## src/inc/bias_leadoff_defines.svh

```systemverilog
// Offsets, reset values and field constants of the bias-drive and lead-off register bank
// Functional notes
// Register 0x0E selects negative inputs for bias drive
// Bit k drives channel k+1 negative input
// Missing channels on smaller builds are unavailable bits
// Register 0x0F enables positive lead-off detection
// Bit k enables channel k+1 positive detection
// Software ignores positive status unless enabled
// Register 0x10 enables negative lead-off detection
// Bit 7 channel 8, bit 0 channel 1
// Software ignores negative status unless enabled
// Register 0x11 sets per-channel excitation direction
// Direction 0 pulls positive high, negative low
// Status bit reads one when electrode off
// Reads return last written value or zero
`ifndef BIAS_LEADOFF_DEFINES_SVH
`define BIAS_LEADOFF_DEFINES_SVH

// =====================================================================
// Register indices; byte address is four times the index
`define IDX_BIAS_NEG_SEL 8'h0E
`define IDX_LOFF_POS_EN 8'h0F
`define IDX_LOFF_NEG_EN 8'h10
`define IDX_LEADOFF_DIRECTION_FLIP 8'h11
`define IDX_LOFF_POS_STAT 8'h12
`define IDX_LOFF_NEG_STAT 8'h13

// =====================================================================
// Reset values
`define RST_BIAS_NEG_SEL 8'h00
`define RST_LOFF_POS_EN 8'h00
`define RST_LOFF_NEG_EN 8'h00
`define RST_LEADOFF_DIRECTION_FLIP 8'h00

// =====================================================================
// Channel masks of the three builds
`define MASK_FOUR_CH 8'h0F
`define MASK_SIX_CH 8'h3F
`define MASK_EIGHT_CH 8'hFF

// =====================================================================
// AXI4-Lite response codes and bus sizes
`define RESP_OKAY 2'h0
`define RESP_SLVERR 2'h2
`define ADDR_WIDTH 8
`define DATA_WIDTH 32

`endif

```

## src/inc/bias_leadoff_pkg.sv

```systemverilog
// Types shared by the bias-drive and lead-off register bank
package bias_leadoff_pkg;

  // =====================================================================
  // Register selected by a bus address
  typedef enum logic [2:0] {
    SEL_NONE,
    SEL_BIAS_NEG,
    SEL_LOFF_POS,
    SEL_LOFF_NEG,
    SEL_LEADOFF_DIRECTION_FLIP,
    SEL_STAT_POS,
    SEL_STAT_NEG
  } reg_sel_type;

  // =====================================================================
  // One bit per channel, bit 0 is channel 1
  typedef logic [7:0] chan_bits_type;

endpackage

```

## src/hw/sync_two_stage.sv

```systemverilog
// Two flip-flop synchroniser for a bus of asynchronous levels
`timescale 1ns/10ps
module sync_two_stage #(
  parameter int WIDTH = 8
) (
  input wire logic clk_sys,
  input wire logic rst_n,
  input wire logic [WIDTH-1:0] async_in,
  output logic [WIDTH-1:0] sync_out
);

  logic [WIDTH-1:0] stage_one_q;

  // First stage feeds only the second stage
  always_ff @(posedge clk_sys or negedge rst_n) begin
    if (!rst_n) begin
      stage_one_q <= '0;
      sync_out <= '0;
    end else begin
      stage_one_q <= async_in;
      sync_out <= stage_one_q;
    end
  end

endmodule

```

## src/hw/leadoff_pull_decode.sv

```systemverilog
// Per-channel pull direction decode for the lead-off excitation
`timescale 1ns/10ps
module leadoff_pull_decode (
  input wire logic clk_sys,
  input wire logic rst_n,
  input wire bias_leadoff_pkg::chan_bits_type pos_enable,
  input wire bias_leadoff_pkg::chan_bits_type neg_enable,
  input wire bias_leadoff_pkg::chan_bits_type direction,
  output bias_leadoff_pkg::chan_bits_type pos_pull_high,
  output bias_leadoff_pkg::chan_bits_type pos_pull_low,
  output bias_leadoff_pkg::chan_bits_type neg_pull_high,
  output bias_leadoff_pkg::chan_bits_type neg_pull_low
);

  // One decode slice per channel
  genvar ch;
  generate
    for (ch = 0; ch < 8; ch++) begin : g_chan
      always_ff @(posedge clk_sys or negedge rst_n) begin
        if (!rst_n) begin
          pos_pull_high[ch] <= 1'b0;
          pos_pull_low[ch] <= 1'b0;
          neg_pull_high[ch] <= 1'b0;
          neg_pull_low[ch] <= 1'b0;
        end else begin
          pos_pull_high[ch] <= pos_enable[ch] & ~direction[ch];
          pos_pull_low[ch] <= pos_enable[ch] & direction[ch];
          neg_pull_high[ch] <= neg_enable[ch] & direction[ch];
          neg_pull_low[ch] <= neg_enable[ch] & ~direction[ch];
        end
      end
    end
  endgenerate

endmodule

```

## src/hw/bias_leadoff_regs.sv

```systemverilog
// AXI4-Lite register bank for bias-drive selection and lead-off detection
`timescale 1ns/10ps
`include "bias_leadoff_defines.svh"
module bias_leadoff_regs #(
  parameter int CHANNELS = 8
) (
  input wire logic clk_sys,
  input wire logic rst_n,
  // Write address channel
  input wire logic [`ADDR_WIDTH-1:0] s_axi_awaddr,
  input wire logic [2:0] s_axi_awprot,
  input wire logic s_axi_awvalid,
  output logic s_axi_awready,
  // Write data channel
  input wire logic [`DATA_WIDTH-1:0] s_axi_wdata,
  input wire logic [3:0] s_axi_wstrb,
  input wire logic s_axi_wvalid,
  output logic s_axi_wready,
  // Write response channel
  output logic [1:0] s_axi_bresp,
  output logic s_axi_bvalid,
  input wire logic s_axi_bready,
  // Read address channel
  input wire logic [`ADDR_WIDTH-1:0] s_axi_araddr,
  input wire logic [2:0] s_axi_arprot,
  input wire logic s_axi_arvalid,
  output logic s_axi_arready,
  // Read data channel
  output logic [`DATA_WIDTH-1:0] s_axi_rdata,
  output logic [1:0] s_axi_rresp,
  output logic s_axi_rvalid,
  input wire logic s_axi_rready,
  // Raw lead-off comparator levels, asynchronous
  input wire logic [7:0] leadoff_positive_off,
  input wire logic [7:0] leadoff_negative_off,
  // Control to the analog front end
  output bias_leadoff_pkg::chan_bits_type bias_drive_negative_select,
  output bias_leadoff_pkg::chan_bits_type leadoff_positive_enable,
  output bias_leadoff_pkg::chan_bits_type leadoff_negative_enable,
  output bias_leadoff_pkg::chan_bits_type leadoff_direction_flip,
  output bias_leadoff_pkg::chan_bits_type pos_pull_high,
  output bias_leadoff_pkg::chan_bits_type pos_pull_low,
  output bias_leadoff_pkg::chan_bits_type neg_pull_high,
  output bias_leadoff_pkg::chan_bits_type neg_pull_low
);

  // =====================================================================
  // Helper functions

  // Bits present on the selected build
  function automatic bias_leadoff_pkg::chan_bits_type build_mask(input int count);
    bias_leadoff_pkg::chan_bits_type mask;
    mask = `MASK_EIGHT_CH;
    if (count == 4) begin
      mask = `MASK_FOUR_CH;
    end else if (count == 6) begin
      mask = `MASK_SIX_CH;
    end
    return mask;
  endfunction

  // Address to register select, shared by reads and writes
  function automatic bias_leadoff_pkg::reg_sel_type decode_addr(input logic [`ADDR_WIDTH-1:0] addr);
    bias_leadoff_pkg::reg_sel_type sel;
    logic [7:0] idx;
    sel = bias_leadoff_pkg::SEL_NONE;
    idx = {2'h0, addr[7:2]};
    if (idx == `IDX_BIAS_NEG_SEL) begin
      sel = bias_leadoff_pkg::SEL_BIAS_NEG;
    end else if (idx == `IDX_LOFF_POS_EN) begin
      sel = bias_leadoff_pkg::SEL_LOFF_POS;
    end else if (idx == `IDX_LOFF_NEG_EN) begin
      sel = bias_leadoff_pkg::SEL_LOFF_NEG;
    end else if (idx == `IDX_LEADOFF_DIRECTION_FLIP) begin
      sel = bias_leadoff_pkg::SEL_LEADOFF_DIRECTION_FLIP;
    end else if (idx == `IDX_LOFF_POS_STAT) begin
      sel = bias_leadoff_pkg::SEL_STAT_POS;
    end else if (idx == `IDX_LOFF_NEG_STAT) begin
      sel = bias_leadoff_pkg::SEL_STAT_NEG;
    end
    return sel;
  endfunction

  // Only the read/write registers accept a write
  function automatic logic is_writable(input bias_leadoff_pkg::reg_sel_type sel);
    return (sel == bias_leadoff_pkg::SEL_BIAS_NEG) || (sel == bias_leadoff_pkg::SEL_LOFF_POS) ||
           (sel == bias_leadoff_pkg::SEL_LOFF_NEG) || (sel == bias_leadoff_pkg::SEL_LEADOFF_DIRECTION_FLIP);
  endfunction

  localparam bias_leadoff_pkg::chan_bits_type CHAN_MASK = build_mask(CHANNELS);

  // =====================================================================
  // Write channel holding state
  logic aw_held_q;
  logic [`ADDR_WIDTH-1:0] aw_addr_q;
  logic w_held_q;
  logic [7:0] w_data_q;
  logic w_lane_q;
  logic bvalid_q;
  logic [1:0] bresp_q;
  logic do_write;
  bias_leadoff_pkg::reg_sel_type wr_sel;
  bias_leadoff_pkg::chan_bits_type wr_value;
  logic wr_lane_ok;

  // Read channel state
  logic rvalid_q;
  logic [`DATA_WIDTH-1:0] rdata_q;
  logic [1:0] rresp_q;
  bias_leadoff_pkg::reg_sel_type rd_sel;
  bias_leadoff_pkg::chan_bits_type rd_value;

  // Register storage
  bias_leadoff_pkg::chan_bits_type bias_neg_q;
  bias_leadoff_pkg::chan_bits_type loff_pos_q;
  bias_leadoff_pkg::chan_bits_type loff_neg_q;
  bias_leadoff_pkg::chan_bits_type leadoff_direction_flip_q;

  // Synchronised comparator levels
  logic [7:0] pos_off_sync;
  logic [7:0] neg_off_sync;

  // =====================================================================
  // Handshake outputs; each channel is refused while a response waits
  assign s_axi_awready = ~aw_held_q & ~bvalid_q;
  assign s_axi_wready = ~w_held_q & ~bvalid_q;
  assign s_axi_arready = ~rvalid_q;
  assign s_axi_bvalid = bvalid_q;
  assign s_axi_bresp = bresp_q;
  assign s_axi_rvalid = rvalid_q;
  assign s_axi_rdata = rdata_q;
  assign s_axi_rresp = rresp_q;

  // Write performed once both address and data are held
  assign do_write = aw_held_q & w_held_q & ~bvalid_q;
  assign wr_sel = decode_addr(aw_addr_q);
  assign wr_lane_ok = do_write & is_writable(wr_sel) & w_lane_q;
  assign wr_value = w_data_q & CHAN_MASK;

  // =====================================================================
  // Write address capture
  always_ff @(posedge clk_sys or negedge rst_n) begin
    if (!rst_n) begin
      aw_held_q <= 1'b0;
      aw_addr_q <= '0;
    end else if (s_axi_awvalid && s_axi_awready) begin
      aw_held_q <= 1'b1;
      aw_addr_q <= s_axi_awaddr;
    end else if (do_write) begin
      aw_held_q <= 1'b0;
    end
  end

  // Write data capture, only the low byte lane carries register bits
  always_ff @(posedge clk_sys or negedge rst_n) begin
    if (!rst_n) begin
      w_held_q <= 1'b0;
      w_data_q <= 8'h00;
      w_lane_q <= 1'b0;
    end else if (s_axi_wvalid && s_axi_wready) begin
      w_held_q <= 1'b1;
      w_data_q <= s_axi_wdata[7:0];
      w_lane_q <= s_axi_wstrb[0];
    end else if (do_write) begin
      w_held_q <= 1'b0;
    end
  end

  // Write response; unmapped or read-only targets answer with an error
  always_ff @(posedge clk_sys or negedge rst_n) begin
    if (!rst_n) begin
      bvalid_q <= 1'b0;
      bresp_q <= `RESP_OKAY;
    end else if (do_write) begin
      bvalid_q <= 1'b1;
      bresp_q <= is_writable(wr_sel) ? `RESP_OKAY : `RESP_SLVERR;
    end else if (s_axi_bready) begin
      bvalid_q <= 1'b0;
    end
  end

  // =====================================================================
  // Negative inputs routed into the bias-drive derivation
  always_ff @(posedge clk_sys or negedge rst_n) begin
    if (!rst_n) begin
      bias_neg_q <= `RST_BIAS_NEG_SEL;
    end else if (wr_lane_ok && wr_sel == bias_leadoff_pkg::SEL_BIAS_NEG) begin
      bias_neg_q <= wr_value;
    end
  end

  // Positive input lead-off enables
  always_ff @(posedge clk_sys or negedge rst_n) begin
    if (!rst_n) begin
      loff_pos_q <= `RST_LOFF_POS_EN;
    end else if (wr_lane_ok && wr_sel == bias_leadoff_pkg::SEL_LOFF_POS) begin
      loff_pos_q <= wr_value;
    end
  end

  // Negative input lead-off enables
  always_ff @(posedge clk_sys or negedge rst_n) begin
    if (!rst_n) begin
      loff_neg_q <= `RST_LOFF_NEG_EN;
    end else if (wr_lane_ok && wr_sel == bias_leadoff_pkg::SEL_LOFF_NEG) begin
      loff_neg_q <= wr_value;
    end
  end

  // Excitation direction per channel
  always_ff @(posedge clk_sys or negedge rst_n) begin
    if (!rst_n) begin
      leadoff_direction_flip_q <= `RST_LEADOFF_DIRECTION_FLIP;
    end else if (wr_lane_ok && wr_sel == bias_leadoff_pkg::SEL_LEADOFF_DIRECTION_FLIP) begin
      leadoff_direction_flip_q <= wr_value;
    end
  end

  // =====================================================================
  // Read mux over stored and status registers
  assign rd_sel = decode_addr(s_axi_araddr);

  always_comb begin
    rd_value = 8'h00;
    unique case (rd_sel)
      bias_leadoff_pkg::SEL_NONE: rd_value = 8'h00;
      bias_leadoff_pkg::SEL_BIAS_NEG: rd_value = bias_neg_q;
      bias_leadoff_pkg::SEL_LOFF_POS: rd_value = loff_pos_q;
      bias_leadoff_pkg::SEL_LOFF_NEG: rd_value = loff_neg_q;
      bias_leadoff_pkg::SEL_LEADOFF_DIRECTION_FLIP: rd_value = leadoff_direction_flip_q;
      bias_leadoff_pkg::SEL_STAT_POS: rd_value = pos_off_sync & CHAN_MASK;
      bias_leadoff_pkg::SEL_STAT_NEG: rd_value = neg_off_sync & CHAN_MASK;
      default: rd_value = 8'h00;
    endcase
  end

  // Read data and response, one cycle after the address is taken
  always_ff @(posedge clk_sys or negedge rst_n) begin
    if (!rst_n) begin
      rvalid_q <= 1'b0;
      rdata_q <= '0;
      rresp_q <= `RESP_OKAY;
    end else if (s_axi_arvalid && s_axi_arready) begin
      rvalid_q <= 1'b1;
      rdata_q <= {24'h000000, rd_value};
      rresp_q <= (rd_sel == bias_leadoff_pkg::SEL_NONE) ? `RESP_SLVERR : `RESP_OKAY;
    end else if (s_axi_rready) begin
      rvalid_q <= 1'b0;
    end
  end

  // =====================================================================
  // Comparator levels cross in through two flip-flops
  sync_two_stage #(
    .WIDTH(8)
  ) u_sync_pos (
    .clk_sys(clk_sys),
    .rst_n(rst_n),
    .async_in(leadoff_positive_off),
    .sync_out(pos_off_sync)
  );

  sync_two_stage #(
    .WIDTH(8)
  ) u_sync_neg (
    .clk_sys(clk_sys),
    .rst_n(rst_n),
    .async_in(leadoff_negative_off),
    .sync_out(neg_off_sync)
  );

  // =====================================================================
  // Register values driven to the front end
  assign bias_drive_negative_select = bias_neg_q;
  assign leadoff_positive_enable = loff_pos_q;
  assign leadoff_negative_enable = loff_neg_q;
  assign leadoff_direction_flip = leadoff_direction_flip_q;

  // Pull steering from enables and direction
  leadoff_pull_decode u_pull (
    .clk_sys(clk_sys),
    .rst_n(rst_n),
    .pos_enable(loff_pos_q),
    .neg_enable(loff_neg_q),
    .direction(leadoff_direction_flip_q),
    .pos_pull_high(pos_pull_high),
    .pos_pull_low(pos_pull_low),
    .neg_pull_high(neg_pull_high),
    .neg_pull_low(neg_pull_low)
  );

endmodule

```

## config.mk

```make
export PLATFORM = sky130hd
export DESIGN_NAME = bias_leadoff_regs
export DESIGN_NICKNAME = d
export VERILOG_FILES = /design/src/inc/bias_leadoff_pkg.sv /design/src/hw/sync_two_stage.sv /design/src/hw/leadoff_pull_decode.sv /design/src/hw/bias_leadoff_regs.sv
export VERILOG_INCLUDE_DIRS = /design/src /design/src/inc
export SDC_FILE = /design/constraint.sdc
export NUM_CORES = 1
export LEC_CHECK = 0
export BUFFER_PORTS_ARGS = -buffer_cell sky130_fd_sc_hd__buf_2
export CAP_MARGIN = 15
export CELL_PAD_IN_SITES_DETAIL_PLACEMENT = 1
export CELL_PAD_IN_SITES_GLOBAL_PLACEMENT = 2
export CORE_ASPECT_RATIO = 1.75
export CORE_MARGIN = 3
export CORE_UTILIZATION = 31
export CTS_CLUSTER_SIZE = 12
export DETAILED_ROUTE_END_ITERATION = 10
export PLACE_DENSITY = 0.86
export SYNTH_ARGS = -nofsm -noshare
export SYNTH_HDL_FRONTEND = slang
export SYNTH_SLANG_ARGS = --single-unit
export TNS_END_PERCENT = 30
```

## constraint.sdc

```tcl
create_clock -name clk_sys -period 2.65 [get_ports clk_sys]
set_input_delay 0.265 -clock clk_sys [delete_from_list [all_inputs] [get_ports clk_sys]]
set_output_delay 0.265 -clock clk_sys [all_outputs]
set_load 0.02 [all_outputs]
```

* Yosys cells after proc, flatten, opt, wreduce, memory -nomap -nowiden
Cells that the tools add are included.
Widths: inputs -> output; s select.
** Storage, ports and cells
- Flip-flop bits (word level) :: 129
- Bits of input ports :: 81
- Output and inout port bits :: 105
- Word-level logic and storage cells :: 159
** Cells by class
- Eq/ne operators :: 22
- Muxes and demuxes :: 22
- Bitwise logic cells :: 50
- Reduce and logical (&&, ||, !) cells :: 15
** Operators with widths (count)
- $eq 6x5->1 const B :: 8
- $pmux 8 s6 :: 1
- $and 1x1->1 :: 38
- $mux 3 :: 12
- $eq 6x4->1 const B :: 4
- $eq 3x2->1 const B :: 4
- $eq 3x3->1 const B :: 4
- $not 1->1 :: 12
- $reduce_bool 2->1 :: 4
- $logic_and 1x1->1 :: 7
- $mux 1 :: 7
- $eq 3x1->1 const B :: 2
- $mux 2 :: 2
- $logic_not 3->1 :: 1
- $logic_or 1x1->1 :: 3

* Depth between registers and ports, before layout
- Depth in word-level cells :: 14
- Depth in mapped cells :: 5
- Gate-level depth less buffers :: 3

* Modules after synthesis
From an unflattened synthesis, not the netlist that was laid out.
** Second synthesis, totals
- Cells, all modules :: 325
- Area, all modules :: 4780.8 um2
** By module, submodules not included
- bias_leadoff_regs :: times used 1, cells each 229, area each 2979.1 um2, sequential area each 1526.5 um2
- leadoff_pull_decode :: times used 1, cells each 64, area each 1001.0 um2, sequential area each 800.8 um2
- sync_two_stage :: times used 2, cells each 16, area each 400.4 um2, sequential area each 400.4 um2

* Worst setup path after synthesis
Ideal clock, no wire load.
- Kind :: reg-to-reg
- From :: reg bvalid_q (netlist: s_axi_bvalid)
- To :: reg loff_neg_q[0] (netlist: leadoff_negative_enable[0])
- Library setup time :: 0.125 ns
- Data arrival time :: 1.784 ns
- Data required time :: 2.525 ns
- Setup slack :: 0.741 ns
- Cell stages (with the launch flop) :: 5
- Buffers on the path :: 1
- Period minus slack after synthesis :: 1.909 ns
- Cells stage by stage :: dfrtp_1 -> nand3b_1 -> or4_4 -> buf_6 -> mux2_4
** On the way
- Word-level cells in the longest chain between the ends :: 5
** Ends and longest elaborated chain
- start, declared :: RTL line bias_leadoff_regs.sv:99 : logic bvalid_q;
- start signal, assigned :: RTL line bias_leadoff_regs.sv:172 : bvalid_q <= 1'b0;
- start signal, assigned :: RTL line bias_leadoff_regs.sv:175 : bvalid_q <= 1'b1;
- start signal, assigned :: RTL line bias_leadoff_regs.sv:178 : bvalid_q <= 1'b0;
- $not 1->1 :: RTL line bias_leadoff_regs.sv:135 : assign do_write = aw_held_q & w_held_q & ~bvalid_q;
- $and 1x1->1 :: RTL line bias_leadoff_regs.sv:135
- $and 1x1->1 (2 in series) :: RTL line bias_leadoff_regs.sv:137 : assign wr_lane_ok = do_write & is_writable(wr_sel) & w_lane_q;
- $logic_and 1x1->1 :: RTL line bias_leadoff_regs.sv:205 : end else if (wr_lane_ok && wr_sel == bias_leadoff_pkg::SEL_LOFF_NEG) begin
- end signal, assigned :: RTL line bias_leadoff_regs.sv:204 : loff_neg_q <= `RST_LOFF_NEG_EN;
- end signal, assigned :: RTL line bias_leadoff_regs.sv:206 : loff_neg_q <= wr_value;
- end, declared :: RTL line bias_leadoff_regs.sv:116 : bias_leadoff_pkg::chan_bits_type loff_neg_q;
No other way between the ends.
A chain may end at the register's enable or synchronous reset.

* Final worst setup path
- From :: reg aw_addr_q[3]
- To :: reg loff_neg_q[0] (netlist: leadoff_negative_enable[0])
** On the way
- Word-level cells in the longest chain between the ends :: 14
- Elaborated cells between the ends (all ways) :: 22
- Classes of those cells :: eq/ne (10); mux (6); bitwise (2); reduce/logical (4)
** Ends and longest elaborated chain
- start, declared :: RTL line bias_leadoff_regs.sv:95 : logic [`ADDR_WIDTH-1:0] aw_addr_q;
- start signal, assigned :: RTL line bias_leadoff_regs.sv:148 : aw_addr_q <= s_axi_awaddr;
- $eq 6x5->1 (no line)
- $mux 3 :: RTL line bias_leadoff_regs.sv:78 : end else if (idx == `IDX_LOFF_NEG_STAT) begin
- $mux 3 :: RTL line bias_leadoff_regs.sv:76 : end else if (idx == `IDX_LOFF_POS_STAT) begin
- $mux 3 :: RTL line bias_leadoff_regs.sv:74 : end else if (idx == `IDX_LEADOFF_DIRECTION_FLIP) begin
- $mux 3 :: RTL line bias_leadoff_regs.sv:72 : end else if (idx == `IDX_LOFF_NEG_EN) begin
- $mux 3 :: RTL line bias_leadoff_regs.sv:70 : end else if (idx == `IDX_LOFF_POS_EN) begin
- $mux 3 (*) :: RTL line bias_leadoff_regs.sv:68 : if (idx == `IDX_BIAS_NEG_SEL) begin
- $eq 3x1->1 or $eq 3x2->1 (tied branches) :: RTL line bias_leadoff_regs.sv:86 : return (sel == bias_leadoff_pkg::SEL_BIAS_NEG) || (sel == bias_leadoff_pkg::SEL_LOFF_POS) ||
- $logic_or 1x1->1 (2 in series) :: RTL line bias_leadoff_regs.sv:86
- $logic_or 1x1->1 :: RTL line bias_leadoff_regs.sv:87 : (sel == bias_leadoff_pkg::SEL_LOFF_NEG) || (sel == bias_leadoff_pkg::SEL_LEADOFF_DIRECTION_FLIP);
- $and 1x1->1 (2 in series) :: RTL line bias_leadoff_regs.sv:137
- $logic_and 1x1->1 (*) :: RTL line bias_leadoff_regs.sv:205
Every way passes the cells marked *; elsewhere a longest branch is shown, timed or not.

==> key figures <==
Power
  • Seq pwr share: 0.408
  • Net Sw Power: 0.00200 W
  • Peak VDD IR: ~440 µV
  • Static leakage: 3.30 nW
  • P_int: 0.00454 W
  • Sw frac: 0.305
  • Clk pwr share: 0.381
  • Power Dens Cells: ~1000 nW/µm²
  • Design Power: roughly 0.0065 W
  • Power share of the combinational group: 0.211

Clocking
  • CTS Root Cell: clkbuf_16
  • CTS tree: built
  • Post-CTS sizing: 0
  • CTS Buf Count: 17
  • Worst-path clk slew: 0.05 ns
  • Post-CTS Setup Inserts: 0
  • H-tree Lvls: 4
  • CTS Buffer Depth: 2
  • Clock sink total: 125
  • # hold bufs at CTS: 17
  • Clk Latency, worst-skew pair: roughly 0.42 ns

Layout
  • Nets@finish: ~550
  • Commonest non-fill, non-tap cell in the layout: dfrtp_1
  • # fillers: 1605
  • Share of cells above drive strength 1: 0.466
  • Most frequent cells in the layout: dfrtp_1, buf_2, mux2_2, conb_1, nor2b_1
  • Final core utilization: 0.425
  • Area delta synth->final: 34.0%

GRT
  • Initial antenna violation count: 2
  • First-pass GRT wire length: about 19000 µm
  • GRT Util Overall: 0.151
  • Grt ovf: 0
  • Largest net degree at the start of global routing: 69
  • Vias in the first global route: 3413

Run status
  • Status: finished clean

Timing
  • Clk_skew: 0.0110 ns
  • Fmax: 502 MHz
  • Setup violators final: 0
  • Final Hold Viols: 0
  • Slew Viols, Final: 0
  • Slew of the pin with the lowest slew margin: between 0.6 and 0.7 ns
  • Max_slew headroom: 0.584
  • Final min period: 1.99 ns
  • RSZ-0062 raised after global routing: false
  • Tcrit/Tclk final: 0.752
  • Setup TNS: 0 ns

Route
  • Post-DRT Antenna Nets: 0
  • Drt drc: 0
  • WL final: 12000 µm
  • Total vias in the final route: 3029
  • Via/cell ratio: 4.54
  • Iteration-0 DRC Markers: 76
  • Routed wire per std cell: between 15 and 20 µm
  • First-pass iteration count of the detailed router: 4

Yosys
  • Post-synth EDFFs: 0
  • Netlist Area Pre-Place: 4730 µm²
  • Fraction of registers with async set/reset: 1.00
  • Mapped Cells: 311
  • Most used DFF post-synth: dfrtp_1
  • Synthesized area per cell: between 15 and 20 µm²
  • Synth unique cells: 31
  • Seq cells post-synth: 125
  • Post-synthesis sequential area ratio: 0.661
  • Yosys warnings: 0

Worst setup path
  • CP max FO: 8
  • Crit path kind: reg -> reg
  • CP Launch Type: flip-flop
  • CP required: 2.94 ns
  • R2r worst-path depth: 3
  • WP data arrival: 2.29 ns
  • Element type at the critical path end: flip-flop

Placement
  • IO buf count: around 120
  • RePlAce Congestion: 0.706
  • DP HPWL: 8550 µm

Floorplan
  • Die footprint: around 17000 µm²
  • Core ar.: between 10000 and 15000 µm²
  • Num rows: 59
  • Die Wd: approximately 100 µm
  • Die height: around 170 µm
  • IO Count: 186
  • Initial Util: 0.317

Job
  • Max Cap Viol: 0

Min path
  • Worst hold path type: in -> reg
  • Worst Hold Depth: 2
[area by class of cell]
| class | count | area (µm²) | share of cell area |
|---|---|---|---|
| Multi-Input combinational cell | 174 | 1460 | 0.230 |
| Clock buffer | 19 | 453 | 0.0714 |
| Sequential cell | 125 | 3130 | 0.493 |
| Clock inverter | 13 | 188 | 0.0296 |
| Antenna cell | 1 | 2.50 | 0.000395 |
| Inverter | 3 | 11.3 | 0.00178 |
| Timing Repair Buffer | 149 | 875 | 0.138 |
| Tap cell | 183 | 229 | 0.0361 |
[cells by family (layout without fill, tap and decap cells)]
group / Yosys count / after routing / share of synthesized area
AO/OA/AOI/OAI: 16 / 16 / 0.0227
buffers and inverters: 37 / 184 / 0.0523
flip-flops: 125 / 125 / 0.661
multiplexers: 63 / 63 / 0.173
other: 1 / 27 / 0.000792
AND/OR/NAND/NOR: 69 / 69 / 0.0901
[synthesized netlist by cell type (3+ instances only)]
cell	count	area [µm²]
o211ai_1	8	60.1
buf_2	3	15.0
inv_1	3	11.3
and2_1	17	106
mux2i_1	8	80.1
o21ai_0	3	15.0
mux2_2	39	439
mux2_4	8	120
nand3_1	8	40.0
buf_4	26	195
dfrtp_1	125	3130
nand2_1	11	41.3
clkbuf_1	4	15.0
mux4_2	8	180
nor2b_1	18	113
[metrics by stage]
| step | cells | hold WS [ns] | worst slack [ns] | area (µm²) |
|---|---|---|---|---|
| final | 667 | 0.0256 | 0.658 | 6340 |
| after global routing | 667 | 0.0251 | 0.611 | 6340 |
| after CTS | 666 | 0.00608 | 0.642 | 6340 |
| after detailed placement | 617 | 0.313 | 0.657 | 5530 |
| after global placement | 617 | 0.295 | 0.678 | 5530 |
| after floorplan | 336 | -0.0306 | 0.741 | 4830 |
[state kept, by name, indices dropped and copies added, names as in the netlist]
name,count
leadoff_direction_flip,8
u_sync_neg.sync_out,8
leadoff_negative_enable,8
w_lane_q,1
bias_drive_negative_select,8
s_axi_rresp,1
leadoff_positive_enable,8
s_axi_rvalid,1
s_axi_rdata,8
aw_held_q,1
s_axi_bresp,1
w_held_q,1
u_sync_pos.stage_one_q,8
u_sync_neg.stage_one_q,8
u_sync_pos.sync_out,8
w_data_q,8
aw_addr_q,6
u_pull.pos_pull_high,8
s_axi_bvalid,1
u_pull.neg_pull_high,8
u_pull.neg_pull_low,8
u_pull.pos_pull_low,8
[path summary, 6_finish.rpt]
kind,to,start,slack (ns)
setup / recovery,leadoff_negative_enable[0],aw_addr_q[3],0.66
hold / removal,s_axi_bvalid,s_axi_bready,0.03
setup reg to reg,leadoff_negative_enable[0],aw_addr_q[3],0.66
hold reg to reg,u_sync_neg.sync_out[1],u_sync_neg.stage_one_q[1],0.34
max in group asynchronous,aw_addr_q[7],rst_n,1.53
min in group asynchronous,u_pull.pos_pull_high[1],rst_n,0.43
[power groups by stage]
stage               clock (W)  sequential, W  combinational (W)
global route          0.00263        0.00274            0.00148
CTS                   0.00255        0.00268            0.00141
finish                0.00249        0.00267            0.00138
floorplan                   0        0.00288           0.000625
detailed placement          0        0.00271            0.00138
global placement            0        0.00265            0.00133
[critical path, stage by stage, from the launching register on]
cell	delay, ns
dfrtp_1	0.39
or4b_4	0.56
or4_4	0.57
mux2_4	0.34
[metal layers]
metal	share of wire	GRT usage	wire (µm)	vias up
met5	0.00058	0	7	-
met3	0.061	0.0436	735	21
met2	0.58	0.283	6940	110
met1	0.34	0.153	4070	1562
li1	-	-	-	1334
met4	0.021	0.0630	257	2
(Power assumes the default switching activity.)
